===== src/scih_pkg.sv =====
// Constants shared by the interrupt and host bus port of the serial controller.
//
// Overview of operation
// - Acknowledge cycle drives the programmed vector; vector also readable in either channel.
// - Three vector bits may carry cause status; channel B reads always include it.
// - Six sources each keep pending, under-service and enable bits.
// - Requests need the source enable and master enable; source enables are write-only.
// - Pending never sets while its enable is clear; pending bits read in channel A.
// - Interrupt request is asserted while a pending bit is set and chain input is high.
// - Any under-service bit blocks lower internal sources and drops chain output.
// - Acknowledge cycle sets under-service bit of requesting source if nothing higher requests.
// - Channel A above B; receive, transmit, external/status within each channel.
// - Transmit pending sets when buffer empties, only after a character was written.
// - Receive interrupt modes: first character, every character, special condition only.
// - Overrun, framing or parity error form special condition, differing only in status.
// - In first-character mode special conditions interrupt after the first character did.
// - External/status fires on modem input edges, underrun, baud zero count and break.
// - Wait/request output works as CPU wait or DMA request line under control bits.
// - Direct addressing takes channel from bit 0 or 5; bits 4..1 are the register.
// - Pointer variant: host writes three pointer bits, next access uses that register.
// - Pointer bits clear automatically after the following register access.
// - Address, first select and acknowledge latch on address strobe rise; reads drive data.
// - Writes capture bus data while data strobe is low with second select high.
// - In acknowledge cycles address, selects and read/write are ignored.
// - Pending with chain input high at data strobe fall claims the acknowledge cycle.
// - Chain output high only with chain input high, nothing in service and, during acknowledge cycles, nothing requesting.
// - Interrupt request is an active-low open-drain output.
// - Wait/request defaults to the wait function after reset.
package scih_pkg;

  // ----------------------------------------------------------------
  // Register numbers
  // ----------------------------------------------------------------
  localparam logic [3:0] REG_COMMAND   = 4'h0;
  localparam logic [3:0] REG_RX_ERROR  = 4'h1;
  localparam logic [3:0] REG_VECTOR    = 4'h2;
  localparam logic [3:0] REG_PENDING   = 4'h3;
  localparam logic [3:0] REG_XFER_MODE = 4'h1;
  localparam logic [3:0] REG_MASTER    = 4'h9;

  // ----------------------------------------------------------------
  // Field positions
  // ----------------------------------------------------------------
  localparam int CMD_LSB      = 3;
  localparam int XM_EXT_IE    = 0;
  localparam int XM_TX_IE     = 1;
  localparam int XM_RX_LSB    = 3;
  localparam int XM_WR_DIR    = 5;
  localparam int XM_WR_FUNC   = 6;
  localparam int XM_WR_EN     = 7;
  localparam int MC_VIS       = 0;
  localparam int MC_NO_VECTOR = 1;
  localparam int MC_SHIFT_LFT = 2;
  localparam int MC_MIE       = 3;
  localparam int VEC_STAT_LSB = 1;

  // ----------------------------------------------------------------
  // Commands, receive modes, source types
  // ----------------------------------------------------------------
  localparam logic [2:0] CMD_RESET_EXT = 3'h2;
  localparam logic [2:0] CMD_RESET_TX  = 3'h5;
  localparam logic [2:0] CMD_RESET_IUS = 3'h7;
  localparam logic [1:0] RX_OFF        = 2'h0;
  localparam logic [1:0] RX_FIRST      = 2'h1;
  localparam logic [1:0] RX_ALL        = 2'h2;
  localparam logic [1:0] RX_SPECIAL    = 2'h3;
  localparam logic [1:0] ST_TX         = 2'h0;
  localparam logic [1:0] ST_EXT        = 2'h1;
  localparam logic [1:0] ST_RX         = 2'h2;
  localparam logic [1:0] ST_SPECIAL    = 2'h3;
  localparam logic [2:0] ST_NONE       = 3'h3;

  // ----------------------------------------------------------------
  // Reset values
  // ----------------------------------------------------------------
  localparam logic [7:0] RST_VECTOR = 8'h00;
  localparam logic [7:0] RST_MASTER = 8'h00;
  localparam logic [7:0] RST_XMODE  = 8'h00;

  // ----------------------------------------------------------------
  // Timing
  // ----------------------------------------------------------------
  localparam int CLK_NS       = 40;
  localparam int RECOVERY_CLK = 6;
  localparam int RECOVERY_NS  = 200;
  localparam int RECOVERY_CYC = RECOVERY_CLK + (RECOVERY_NS + CLK_NS - 1) / CLK_NS;
  localparam int SYNC_WIDTH   = 21;

endpackage : scih_pkg


===== src/scih_sync.sv =====
// Two flip-flop synchroniser for pins that are asynchronous to clk.
`timescale 1ns/1ps
module scih_sync #(
  parameter int WIDTH = 1
) (
  // Clock and reset
  input  wire logic             clk,
  input  wire logic             reset,
  // Asynchronous input and synchronised output
  input  wire logic [WIDTH-1:0] async_in,
  output logic      [WIDTH-1:0] sync_out
);

  logic [WIDTH-1:0] meta;

  // The first stage is read by the second stage only.
  always_ff @(posedge clk) begin
    if (reset) begin
      meta     <= '1;
      sync_out <= '1;
    end else begin
      meta     <= async_in;
      sync_out <= meta;
    end
  end

endmodule : scih_sync


===== src/scih_port.sv =====
// Interrupt logic and multiplexed host bus port of the two-channel serial controller.
`timescale 1ns/1ps
module scih_port #(
  parameter bit PTR_ADDR = 1'b0
) (
  // Clock and reset
  input  wire logic        clk,
  input  wire logic        reset,
  // Multiplexed host bus
  input  wire logic        addr_strobe_n,
  input  wire logic        data_strobe_n,
  input  wire logic        select_latched_n,
  input  wire logic        select_level_hi,
  input  wire logic        read_write,
  input  wire logic [7:0]  ad_in,
  output logic      [7:0]  ad_out,
  output logic             ad_oe,
  // Interrupt daisy chain and request
  input  wire logic        irq_ack_in,
  input  wire logic        chain_enable_in,
  output logic             chain_enable_out,
  output logic             irq_req_out,
  output logic             irq_req_oe,
  // Channel datapath events, index 1 is channel A
  input  wire logic [1:0]  rx_char_in,
  input  wire logic [1:0]  rx_special_in,
  input  wire logic [1:0]  rx_data_read,
  input  wire logic [1:0]  tx_buf_write,
  input  wire logic [1:0]  tx_buf_empty,
  input  wire logic [1:0]  tx_underrun,
  input  wire logic [1:0]  brg_zero,
  input  wire logic [1:0]  break_detect,
  input  wire logic [1:0]  rx_ready,
  input  wire logic [1:0]  tx_ready,
  input  wire logic [15:0] rx_error_status,
  // Modem pins, active low
  input  wire logic [1:0]  cts_n,
  input  wire logic [1:0]  dcd_n,
  input  wire logic [1:0]  ri_n,
  // Wait/request pins and recovery monitor
  output logic      [1:0]  wait_req_out,
  output logic      [1:0]  wait_req_oe,
  output logic             recovery_error
);

  // ----------------------------------------------------------------
  // Priority helpers
  // ----------------------------------------------------------------
  // Returns {valid, index} of the highest pending source not blocked by service.
  function automatic logic [3:0] top_req(input logic [5:0] ip, input logic [5:0] irq_in_service_bit);
    logic [3:0] res;
    res = 4'h0;
    for (int i = 0; i < 6; i++) begin
      if (ip[i] && ((irq_in_service_bit >> i) == 6'h00)) begin
        res = {1'b1, 3'(i)};
      end
    end
    return res;
  endfunction : top_req

  function automatic logic [5:0] top_bit(input logic [5:0] v);
    logic [5:0] res;
    res = 6'h00;
    for (int i = 0; i < 6; i++) begin
      if (v[i]) begin
        res = 6'h01 << i;
      end
    end
    return res;
  endfunction : top_bit

  // ----------------------------------------------------------------
  // Pin synchronisation
  // ----------------------------------------------------------------
  logic [scih_pkg::SYNC_WIDTH-1:0] s_pins;
  logic s_as, s_ds, s_ack_n, s_cs0_n, s_cs1, s_rw, s_iei;
  logic [7:0] s_ad;
  logic [1:0] s_cts, s_dcd, s_ri;

  // Strobes settle here; the host recovery gap covers this latency.
  scih_sync #(.WIDTH(scih_pkg::SYNC_WIDTH)) u_sync (
    .clk      (clk),
    .reset    (reset),
    .async_in ({chain_enable_in, ri_n, dcd_n, cts_n, ad_in, read_write, select_level_hi,
                select_latched_n, irq_ack_in, data_strobe_n, addr_strobe_n}),
    .sync_out (s_pins)
  );
  assign {s_iei, s_ri, s_dcd, s_cts, s_ad, s_rw, s_cs1, s_cs0_n, s_ack_n, s_ds, s_as} = s_pins;

  // ----------------------------------------------------------------
  // Bus cycle decode
  // ----------------------------------------------------------------
  logic       as_d, ds_d, lat_cs0_n, lat_ack_n;
  logic [7:0] lat_addr, vector, master;
  logic [7:0] xmode [2];
  logic [2:0] ptr;
  logic [5:0] ip, irq_in_service_bit;
  logic [1:0] mdm_d [3];
  logic [4:0] rec_cnt;

  wire as_rise    = s_as && !as_d;
  wire ds_fall    = !s_ds && ds_d;
  wire ds_rise    = s_ds && !ds_d;
  wire shift_left = master[scih_pkg::MC_SHIFT_LFT];
  wire master_irq_enable        = master[scih_pkg::MC_MIE];
  wire chan_sel   = shift_left ? lat_addr[5] : lat_addr[0];
  wire [3:0] reg_sel = PTR_ADDR ? {1'b0, ptr} : lat_addr[4:1];
  wire acc_sel    = lat_ack_n && !lat_cs0_n && s_cs1;
  wire bus_rd     = ds_fall && acc_sel && s_rw;
  wire bus_wr     = ds_fall && acc_sel && !s_rw;
  wire ack_ds     = ds_fall && !lat_ack_n;

  // ----------------------------------------------------------------
  // Interrupt priority and vector
  // ----------------------------------------------------------------
  wire [3:0] top      = top_req(ip, irq_in_service_bit);
  wire [2:0] top_idx  = top[2:0];
  wire       req_any  = top[3] && master_irq_enable;
  wire       claim    = ack_ds && s_iei && req_any;
  logic [1:0] spec;
  // Position inside the channel: 0 external/status, 1 transmit, 2 receive.
  wire       top_a    = top_idx >= 3'h3;
  wire [1:0] top_pos  = top_a ? 2'(top_idx - 3'h3) : top_idx[1:0];
  wire [1:0] top_rx   = spec[top_a] ? scih_pkg::ST_SPECIAL : scih_pkg::ST_RX;
  wire [1:0] top_type = (top_pos == 2'h2) ? top_rx :
                        (top_pos == 2'h1) ? scih_pkg::ST_TX : scih_pkg::ST_EXT;
  wire [2:0] status   = top[3] ? {top_a, top_type} : scih_pkg::ST_NONE;
  wire [7:0] vec_mod  = {vector[7:4], status, vector[0]};
  wire [7:0] vec_out  = master[scih_pkg::MC_VIS] ? vec_mod : vector;

  // ----------------------------------------------------------------
  // Register reads
  // ----------------------------------------------------------------
  wire       c = chan_sel;
  wire [7:0] main_status = {~s_ri[c], 1'b0, ~s_cts[c], 1'b0, ~s_dcd[c], tx_ready[c], 1'b0,
                            rx_ready[c]};
  wire [7:0] rd_data = (reg_sel == scih_pkg::REG_COMMAND)  ? main_status :
                       (reg_sel == scih_pkg::REG_RX_ERROR) ? rx_error_status[8*c +: 8] :
                       (reg_sel == scih_pkg::REG_VECTOR)   ? (c ? vector : vec_mod) :
                       (reg_sel == scih_pkg::REG_PENDING && c) ? {2'b00, ip} : 8'h00;

  // ----------------------------------------------------------------
  // Register writes and commands
  // ----------------------------------------------------------------
  wire       wr_cmd  = bus_wr && reg_sel == scih_pkg::REG_COMMAND;
  wire [2:0] cmd     = s_ad[scih_pkg::CMD_LSB +: 3];
  wire       wr_vec  = bus_wr && reg_sel == scih_pkg::REG_VECTOR;
  wire       wr_mast = bus_wr && reg_sel == scih_pkg::REG_MASTER;
  wire       wr_xm   = bus_wr && reg_sel == scih_pkg::REG_XFER_MODE;
  wire [2:0] next_ptr = (PTR_ADDR && (bus_rd || bus_wr) && ptr != 3'h0) ? 3'h0 :
                        (PTR_ADDR && wr_cmd) ? s_ad[2:0] : ptr;
  wire [5:0] next_ius = claim ? (irq_in_service_bit | (6'h01 << top_idx)) :
                        (wr_cmd && cmd == scih_pkg::CMD_RESET_IUS) ? (irq_in_service_bit & ~top_bit(irq_in_service_bit)) : irq_in_service_bit;

  always_ff @(posedge clk) begin
    if (reset) begin
      as_d      <= 1'b1;
      ds_d      <= 1'b1;
      lat_addr  <= 8'h00;
      lat_cs0_n <= 1'b1;
      lat_ack_n <= 1'b1;
      ptr       <= 3'h0;
      vector    <= scih_pkg::RST_VECTOR;
      master    <= scih_pkg::RST_MASTER;
      irq_in_service_bit       <= 6'h00;
    end else begin
      as_d <= s_as;
      ds_d <= s_ds;
      if (as_rise) begin
        lat_addr  <= s_ad;
        lat_cs0_n <= s_cs0_n;
        lat_ack_n <= s_ack_n;
      end else if (ds_rise) begin
        lat_ack_n <= 1'b1;
      end
      ptr <= next_ptr;
      if (wr_vec) begin
        vector <= s_ad;
      end
      if (wr_mast) begin
        master <= s_ad;
      end
      irq_in_service_bit <= next_ius;
    end
  end

  // ----------------------------------------------------------------
  // Per-channel sources and wait/request
  // ----------------------------------------------------------------
  logic [5:0] ie, next_ip;
  logic [1:0] first_done, tx_loaded, next_first, next_loaded, next_spec;
  logic [1:0] next_wr_out, next_wr_oe;

  genvar g;
  generate
    for (g = 0; g < 2; g++) begin : g_chan
      wire [1:0] rx_mode = xmode[g][scih_pkg::XM_RX_LSB +: 2];
      wire xm_here  = wr_xm && chan_sel == 1'(g);
      wire cmd_here = wr_cmd && chan_sel == 1'(g);
      wire mdm_edge = (s_cts[g] != mdm_d[0][g]) || (s_dcd[g] != mdm_d[1][g]) ||
                      (s_ri[g] != mdm_d[2][g]);
      wire ext_set  = mdm_edge || tx_underrun[g] || brg_zero[g] || break_detect[g];
      wire tx_set   = tx_buf_empty[g] && tx_loaded[g];
      wire ch_set   = rx_char_in[g] && (rx_mode == scih_pkg::RX_ALL ||
                      (rx_mode == scih_pkg::RX_FIRST && !first_done[g]));
      wire sp_set   = rx_special_in[g] && (rx_mode == scih_pkg::RX_ALL ||
                      rx_mode == scih_pkg::RX_SPECIAL ||
                      (rx_mode == scih_pkg::RX_FIRST && first_done[g]));
      wire [2:0] clr = {rx_data_read[g], cmd_here && cmd == scih_pkg::CMD_RESET_TX,
                        cmd_here && cmd == scih_pkg::CMD_RESET_EXT};
      wire [2:0] set = {ch_set || sp_set, tx_set, ext_set};
      wire wr_ready  = xmode[g][scih_pkg::XM_WR_DIR] ? rx_ready[g] : tx_ready[g];
      wire wr_en     = xmode[g][scih_pkg::XM_WR_EN];

      assign ie[3*g +: 3] = {rx_mode != scih_pkg::RX_OFF, xmode[g][scih_pkg::XM_TX_IE],
                             xmode[g][scih_pkg::XM_EXT_IE]};
      // A set arriving with its clear wins; a disabled source never holds pending.
      assign next_ip[3*g +: 3] = ((ip[3*g +: 3] & ~clr) | set) & ie[3*g +: 3];
      assign next_first[g]  = xm_here ? 1'b0 : (first_done[g] || ch_set);
      assign next_loaded[g] = tx_buf_write[g] || (tx_loaded[g] && !tx_buf_empty[g]);
      assign next_spec[g]   = sp_set || (spec[g] && !rx_data_read[g]);
      // Wait drives low while not ready; request drives low while ready.
      assign next_wr_out[g] = xmode[g][scih_pkg::XM_WR_FUNC] ? !wr_ready : 1'b0;
      assign next_wr_oe[g]  = xmode[g][scih_pkg::XM_WR_FUNC] ? wr_en : (wr_en && !wr_ready);

      always_ff @(posedge clk) begin
        if (reset) begin
          xmode[g] <= scih_pkg::RST_XMODE;
        end else if (xm_here) begin
          xmode[g] <= s_ad;
        end
      end
    end
  endgenerate

  // ----------------------------------------------------------------
  // Source state, outputs and recovery monitor
  // ----------------------------------------------------------------
  wire next_req = req_any && s_iei;
  wire next_ieo = s_iei && (irq_in_service_bit == 6'h00) && !(!lat_ack_n && req_any);

  always_ff @(posedge clk) begin
    if (reset) begin
      ip <= 6'h00;
      first_done <= 2'b00;
      tx_loaded <= 2'b00;
      spec <= 2'b00;
      mdm_d <= '{2'b11, 2'b11, 2'b11};
      irq_req_out <= 1'b0;
      irq_req_oe <= 1'b0;
      chain_enable_out <= 1'b0;
      wait_req_out <= 2'b00;
      wait_req_oe <= 2'b00;
      ad_out <= 8'h00;
      ad_oe <= 1'b0;
      rec_cnt <= 5'h00;
      recovery_error <= 1'b0;
    end else begin
      ip <= next_ip;
      first_done <= next_first;
      tx_loaded <= next_loaded;
      spec <= next_spec;
      mdm_d <= '{s_cts, s_dcd, s_ri};
      irq_req_oe <= next_req;
      chain_enable_out <= next_ieo;
      wait_req_out <= next_wr_out;
      wait_req_oe <= next_wr_oe;
      if (claim && !master[scih_pkg::MC_NO_VECTOR]) begin
        ad_out <= vec_out;
        ad_oe <= 1'b1;
      end else if (bus_rd) begin
        ad_out <= rd_data;
        ad_oe <= 1'b1;
      end else if (s_ds) begin
        ad_oe <= 1'b0;
      end
      if (ds_rise) begin
        rec_cnt <= 5'h00;
      end else if (rec_cnt != 5'h1f) begin
        rec_cnt <= rec_cnt + 5'h01;
      end
      if (ds_fall && rec_cnt < 5'(scih_pkg::RECOVERY_CYC)) begin
        recovery_error <= 1'b1;
      end
    end
  end
endmodule : scih_port


===== config.mk =====
export PLATFORM = sky130hd
export DESIGN_NAME = scih_port
export DESIGN_NICKNAME = d
export VERILOG_FILES = /design/src/scih_pkg.sv /design/src/scih_sync.sv /design/src/scih_port.sv
export SDC_FILE = /design/constraint.sdc
export NUM_CORES = 1
export LEC_CHECK = 0
export BUFFER_PORTS_ARGS = -buffer_cell sky130_fd_sc_hd__clkbuf_2
export CELL_PAD_IN_SITES_DETAIL_PLACEMENT = 1
export CELL_PAD_IN_SITES_GLOBAL_PLACEMENT = 2
export CORE_MARGIN = 2
export CORE_UTILIZATION = 35
export DETAILED_ROUTE_END_ITERATION = 7
export PLACE_DENSITY = 0.78
export SETUP_SLACK_MARGIN = 0.2
export SYNTH_ARGS = -nofsm -noshare
export SYNTH_HDL_FRONTEND = slang
export SYNTH_HIERARCHICAL = 1
export SYNTH_SLANG_ARGS = --single-unit

===== constraint.sdc =====
create_clock -name clk -period 3.3 [get_ports clk]
set_clock_uncertainty 0.05 [all_clocks]
set_input_delay 0 -clock clk [delete_from_list [all_inputs] [get_ports clk]]
set_output_delay 0 -clock clk [all_outputs]
set_load 0.02 [all_outputs]

==> out/qor.csv <==
metric,value,unit
io_pins,76,
crit_type,reg2reg,
slowest_delay,410,ps
die-area,15570,um^2
start_kind,flop,
cts_buffer_depth,2,
clk_pin_slew,60,ps
die-height,124.8,um
async_flop_share,0,
end_kind,flop,
via_per_inst,5.098,
cts_buffers,17,
synth_area_per_cell,9.526,um^2
fin_ws,453.5,ps
pre_cts_ws,217.8,ps
powerDensity,548.6,nW/um^2
synth_edf_count,14,
cap_violations,0,
fmax,0.3513,GHz
antennaDiodeCount,0,
grt_max_degree,84,
min_path_type,in2reg,
grt-ovfl-total,0,
syn_to_final_growth,31.44,%
yosys.area.top_type,dfxtp_1,
port_buffers,74,
drt-initial-drc-count,250,
cts_root_buf,clkbuf_16,
grt_pass1_wl,23650,um
worstMarginPinSlew,743.6,ps
synth_fp_nets,601,
power,3.682,mW
arrival,3120,ps
period_share,0.8626,
postSynthCellCount,536,
ant_nets,0,
yosysTopAreaCellShare,0.4273,
whs,1.473,ps
routedWlPerCell,16.83,um
path_max_fanout,7,
p_comb_frac,0.073,
netlist_top_cells_area,"dfxtp_1, edfxtp_1, or2_1, nand2_1, mux2i_1",
layout-drive-gt1-share,0.2148,
intPower,2.824,mW
grt_antenna_before_repair,0,
cts_max_level,4,
fin_nets,727,
place.gp.congestion,0.8336,
required,3580,ps
grt_usage,0.1936,
hpwl,10030,um
drc,0,
cts_tree,yes,
switching_share,0.2330,
ys.flop_type,dfxtp_1,
drv_slew,0,
routed_wl,14460,um
syn_area,5106,um^2
core.rowCount,44,
max_slew_margin,0.5005,
via_count,4379,
p_switching,0.8579,mW
worstSkewPairLatency,420,ps
fin_setup_tns,0,ps
cp_cell_sequence,nor4b_2 > nor3_1 > a21oi_2 > inv_1 > ha_1 > nor3_2 > mux2_2 > mux2i_1 > a211oi_1 > o31ai_1,
setup_violations,0,
ys_ff_latch,123,
status,finished clean,
dr.pass1.iters,4,
cts_sinks,123,
netlist-cell-type-count,67,
synth_warnings,6,
grt_pass1_vias,4609,
pwr-share-clk,0.493,
ir_drop,319.4,uV
rsz0062_at_grt,no,
power_frac_seq,0.435,
die_x,124.8,um
coreArea,14370,um^2
min_period,2847,ps
start_util,0.3554,
crit_path_top_delay_cell,nor4b_2,
ys_seq_area_frac,0.5097,
power_leakage,2.733,nW
finalHoldViolCount,0,
-- metal layers --
metal,up-vias,part of all wire,global-route usage
met5,-,0,0
met4,0,0.025,0.08857
met3,27,0.045,0.04038
met2,115,0.49,0.3211
met1,2109,0.44,0.2417
li1,2128,-,-
-- what timing repair did --
action | in CTS | in global routing
gates resized for setup | 1 | 3
hold buffers | 43 | 0
buffers inserted | 0 | 4
setup endpoints to repair | 1 | 1
endpoints found under the hold margin | 38 | 0
pin swaps | 0 | 1
-- worst max-delay path, delay by kind of cell (launching register included) --
kind / cells / cell delay (ps)
simple gates: 3 / 770
compound gates: 3 / 590
mux: 2 / 590
flops: 1 / 370
fa+ha+maj: 1 / 290
buf+inv: 1 / 100
-- worst paths after layout --
check / depth (start not counted) / start / slack (ps) / end
worst min-delay path: 4 / rx_data_read[0] / 1 / ip[2]
worst min register to register: 1 / u_sync/meta[15] / 350 / u_sync/sync_out[15]
worst max-delay path: 10 / irq_in_service_bit[4] / 450 / ad_out[1]
worst max register to register: 10 / irq_in_service_bit[4] / 450 / ad_out[1]
-- power by group through the flow --
stage / sequential, mW / combinational (mW) / clock, mW
floorplan: 1.62 / 0.134 / 0
global placement: 1.63 / 0.210 / 0
detailed placement: 1.63 / 0.219 / 0
CTS: 1.60 / 0.261 / 1.86
global route: 1.61 / 0.296 / 1.94
finish: 1.60 / 0.267 / 1.82
-- synth_stat cells, types with 5 or more instances --
library cell  number
nand2_1           62
nor2b_1            9
a31oi_1            8
xor2_1             6
ha_1               6
mux2i_1           16
buf_6              6
or2_1             42
nor3_1            14
o21ai_0           20
nand2b_1           8
nor2_1            30
edfxtp_1          14
inv_1             13
a21oi_1           27
dfxtp_1          109
or2_2              8
xnor2_1            5
mux2_2             5
nand3_1           21
and2_1            15
clkbuf_1          14
-- sequential cells by signal (all words and copies together), names as in the netlist, 2 cells and up --
name and cells:
xmode 14, wait_req_oe 2, wait_req_out 2, first_done 2, spec 2, irq_in_service_bit 6
tx_loaded 2, ip 6, u_sync/sync_out 21, mdm_d 6, lat_addr 6, master 4
u_sync/meta 21, rec_cnt 5, ad_out 8, vector 8
-- cells by family (layout without fill, tap and decap cells) --
| family | count (synthesis) | after routing | synth area share |
|---|---|---|---|
| simple gates | 236 | 236 | 0.2465 |
| other cells | 1 | 1 | 0.0007344 |
| mux | 21 | 21 | 0.04239 |
| fa+ha+maj | 6 | 6 | 0.01470 |
| flops | 123 | 123 | 0.5097 |
| buf+inv | 39 | 178 | 0.03847 |
| compound gates | 99 | 99 | 0.1286 |
| xor+xnor | 11 | 11 | 0.01887 |
-- layout make-up --
type | instances | area, um^2
Sequential cell | 123 | 2604
Fill cell | 1637 | 7657
Tap cell | 184 | 230.2
Multi-Input combinational cell | 374 | 2320
Clock inverter | 11 | 106.4
Inverter | 13 | 48.80
Clock buffer | 21 | 481.7
Timing Repair Buffer | 133 | 920.9
-- placed cells by master, fill, tap and decap left out, drive strengths merged, types with 8 or more instances in the layout --
cell type and instances:
dfxtp 109, clkbuf 95, nand2 62, or2 50, dlygate4sd3 43, nor2 30, a21oi 27, nand3 22
o21ai 21, inv 17, mux2i 16, buf 16, and2 15, edfxtp 14, nor3 14, nor2b 9
nand2b 8, a31oi 8
-- stage by stage --
step / util / instance area, um^2 / cells
after global routing: 0.4671 / 6711 / 859
after detailed placement: 0.3932 / 5649 / 780
final: 0.4671 / 6711 / 859
after CTS: 0.4643 / 6671 / 855
after floorplan: - / 5106 / 536
after global placement: 0.3932 / 5649 / 780
Note: power is estimated with default switching activity, not from simulation.
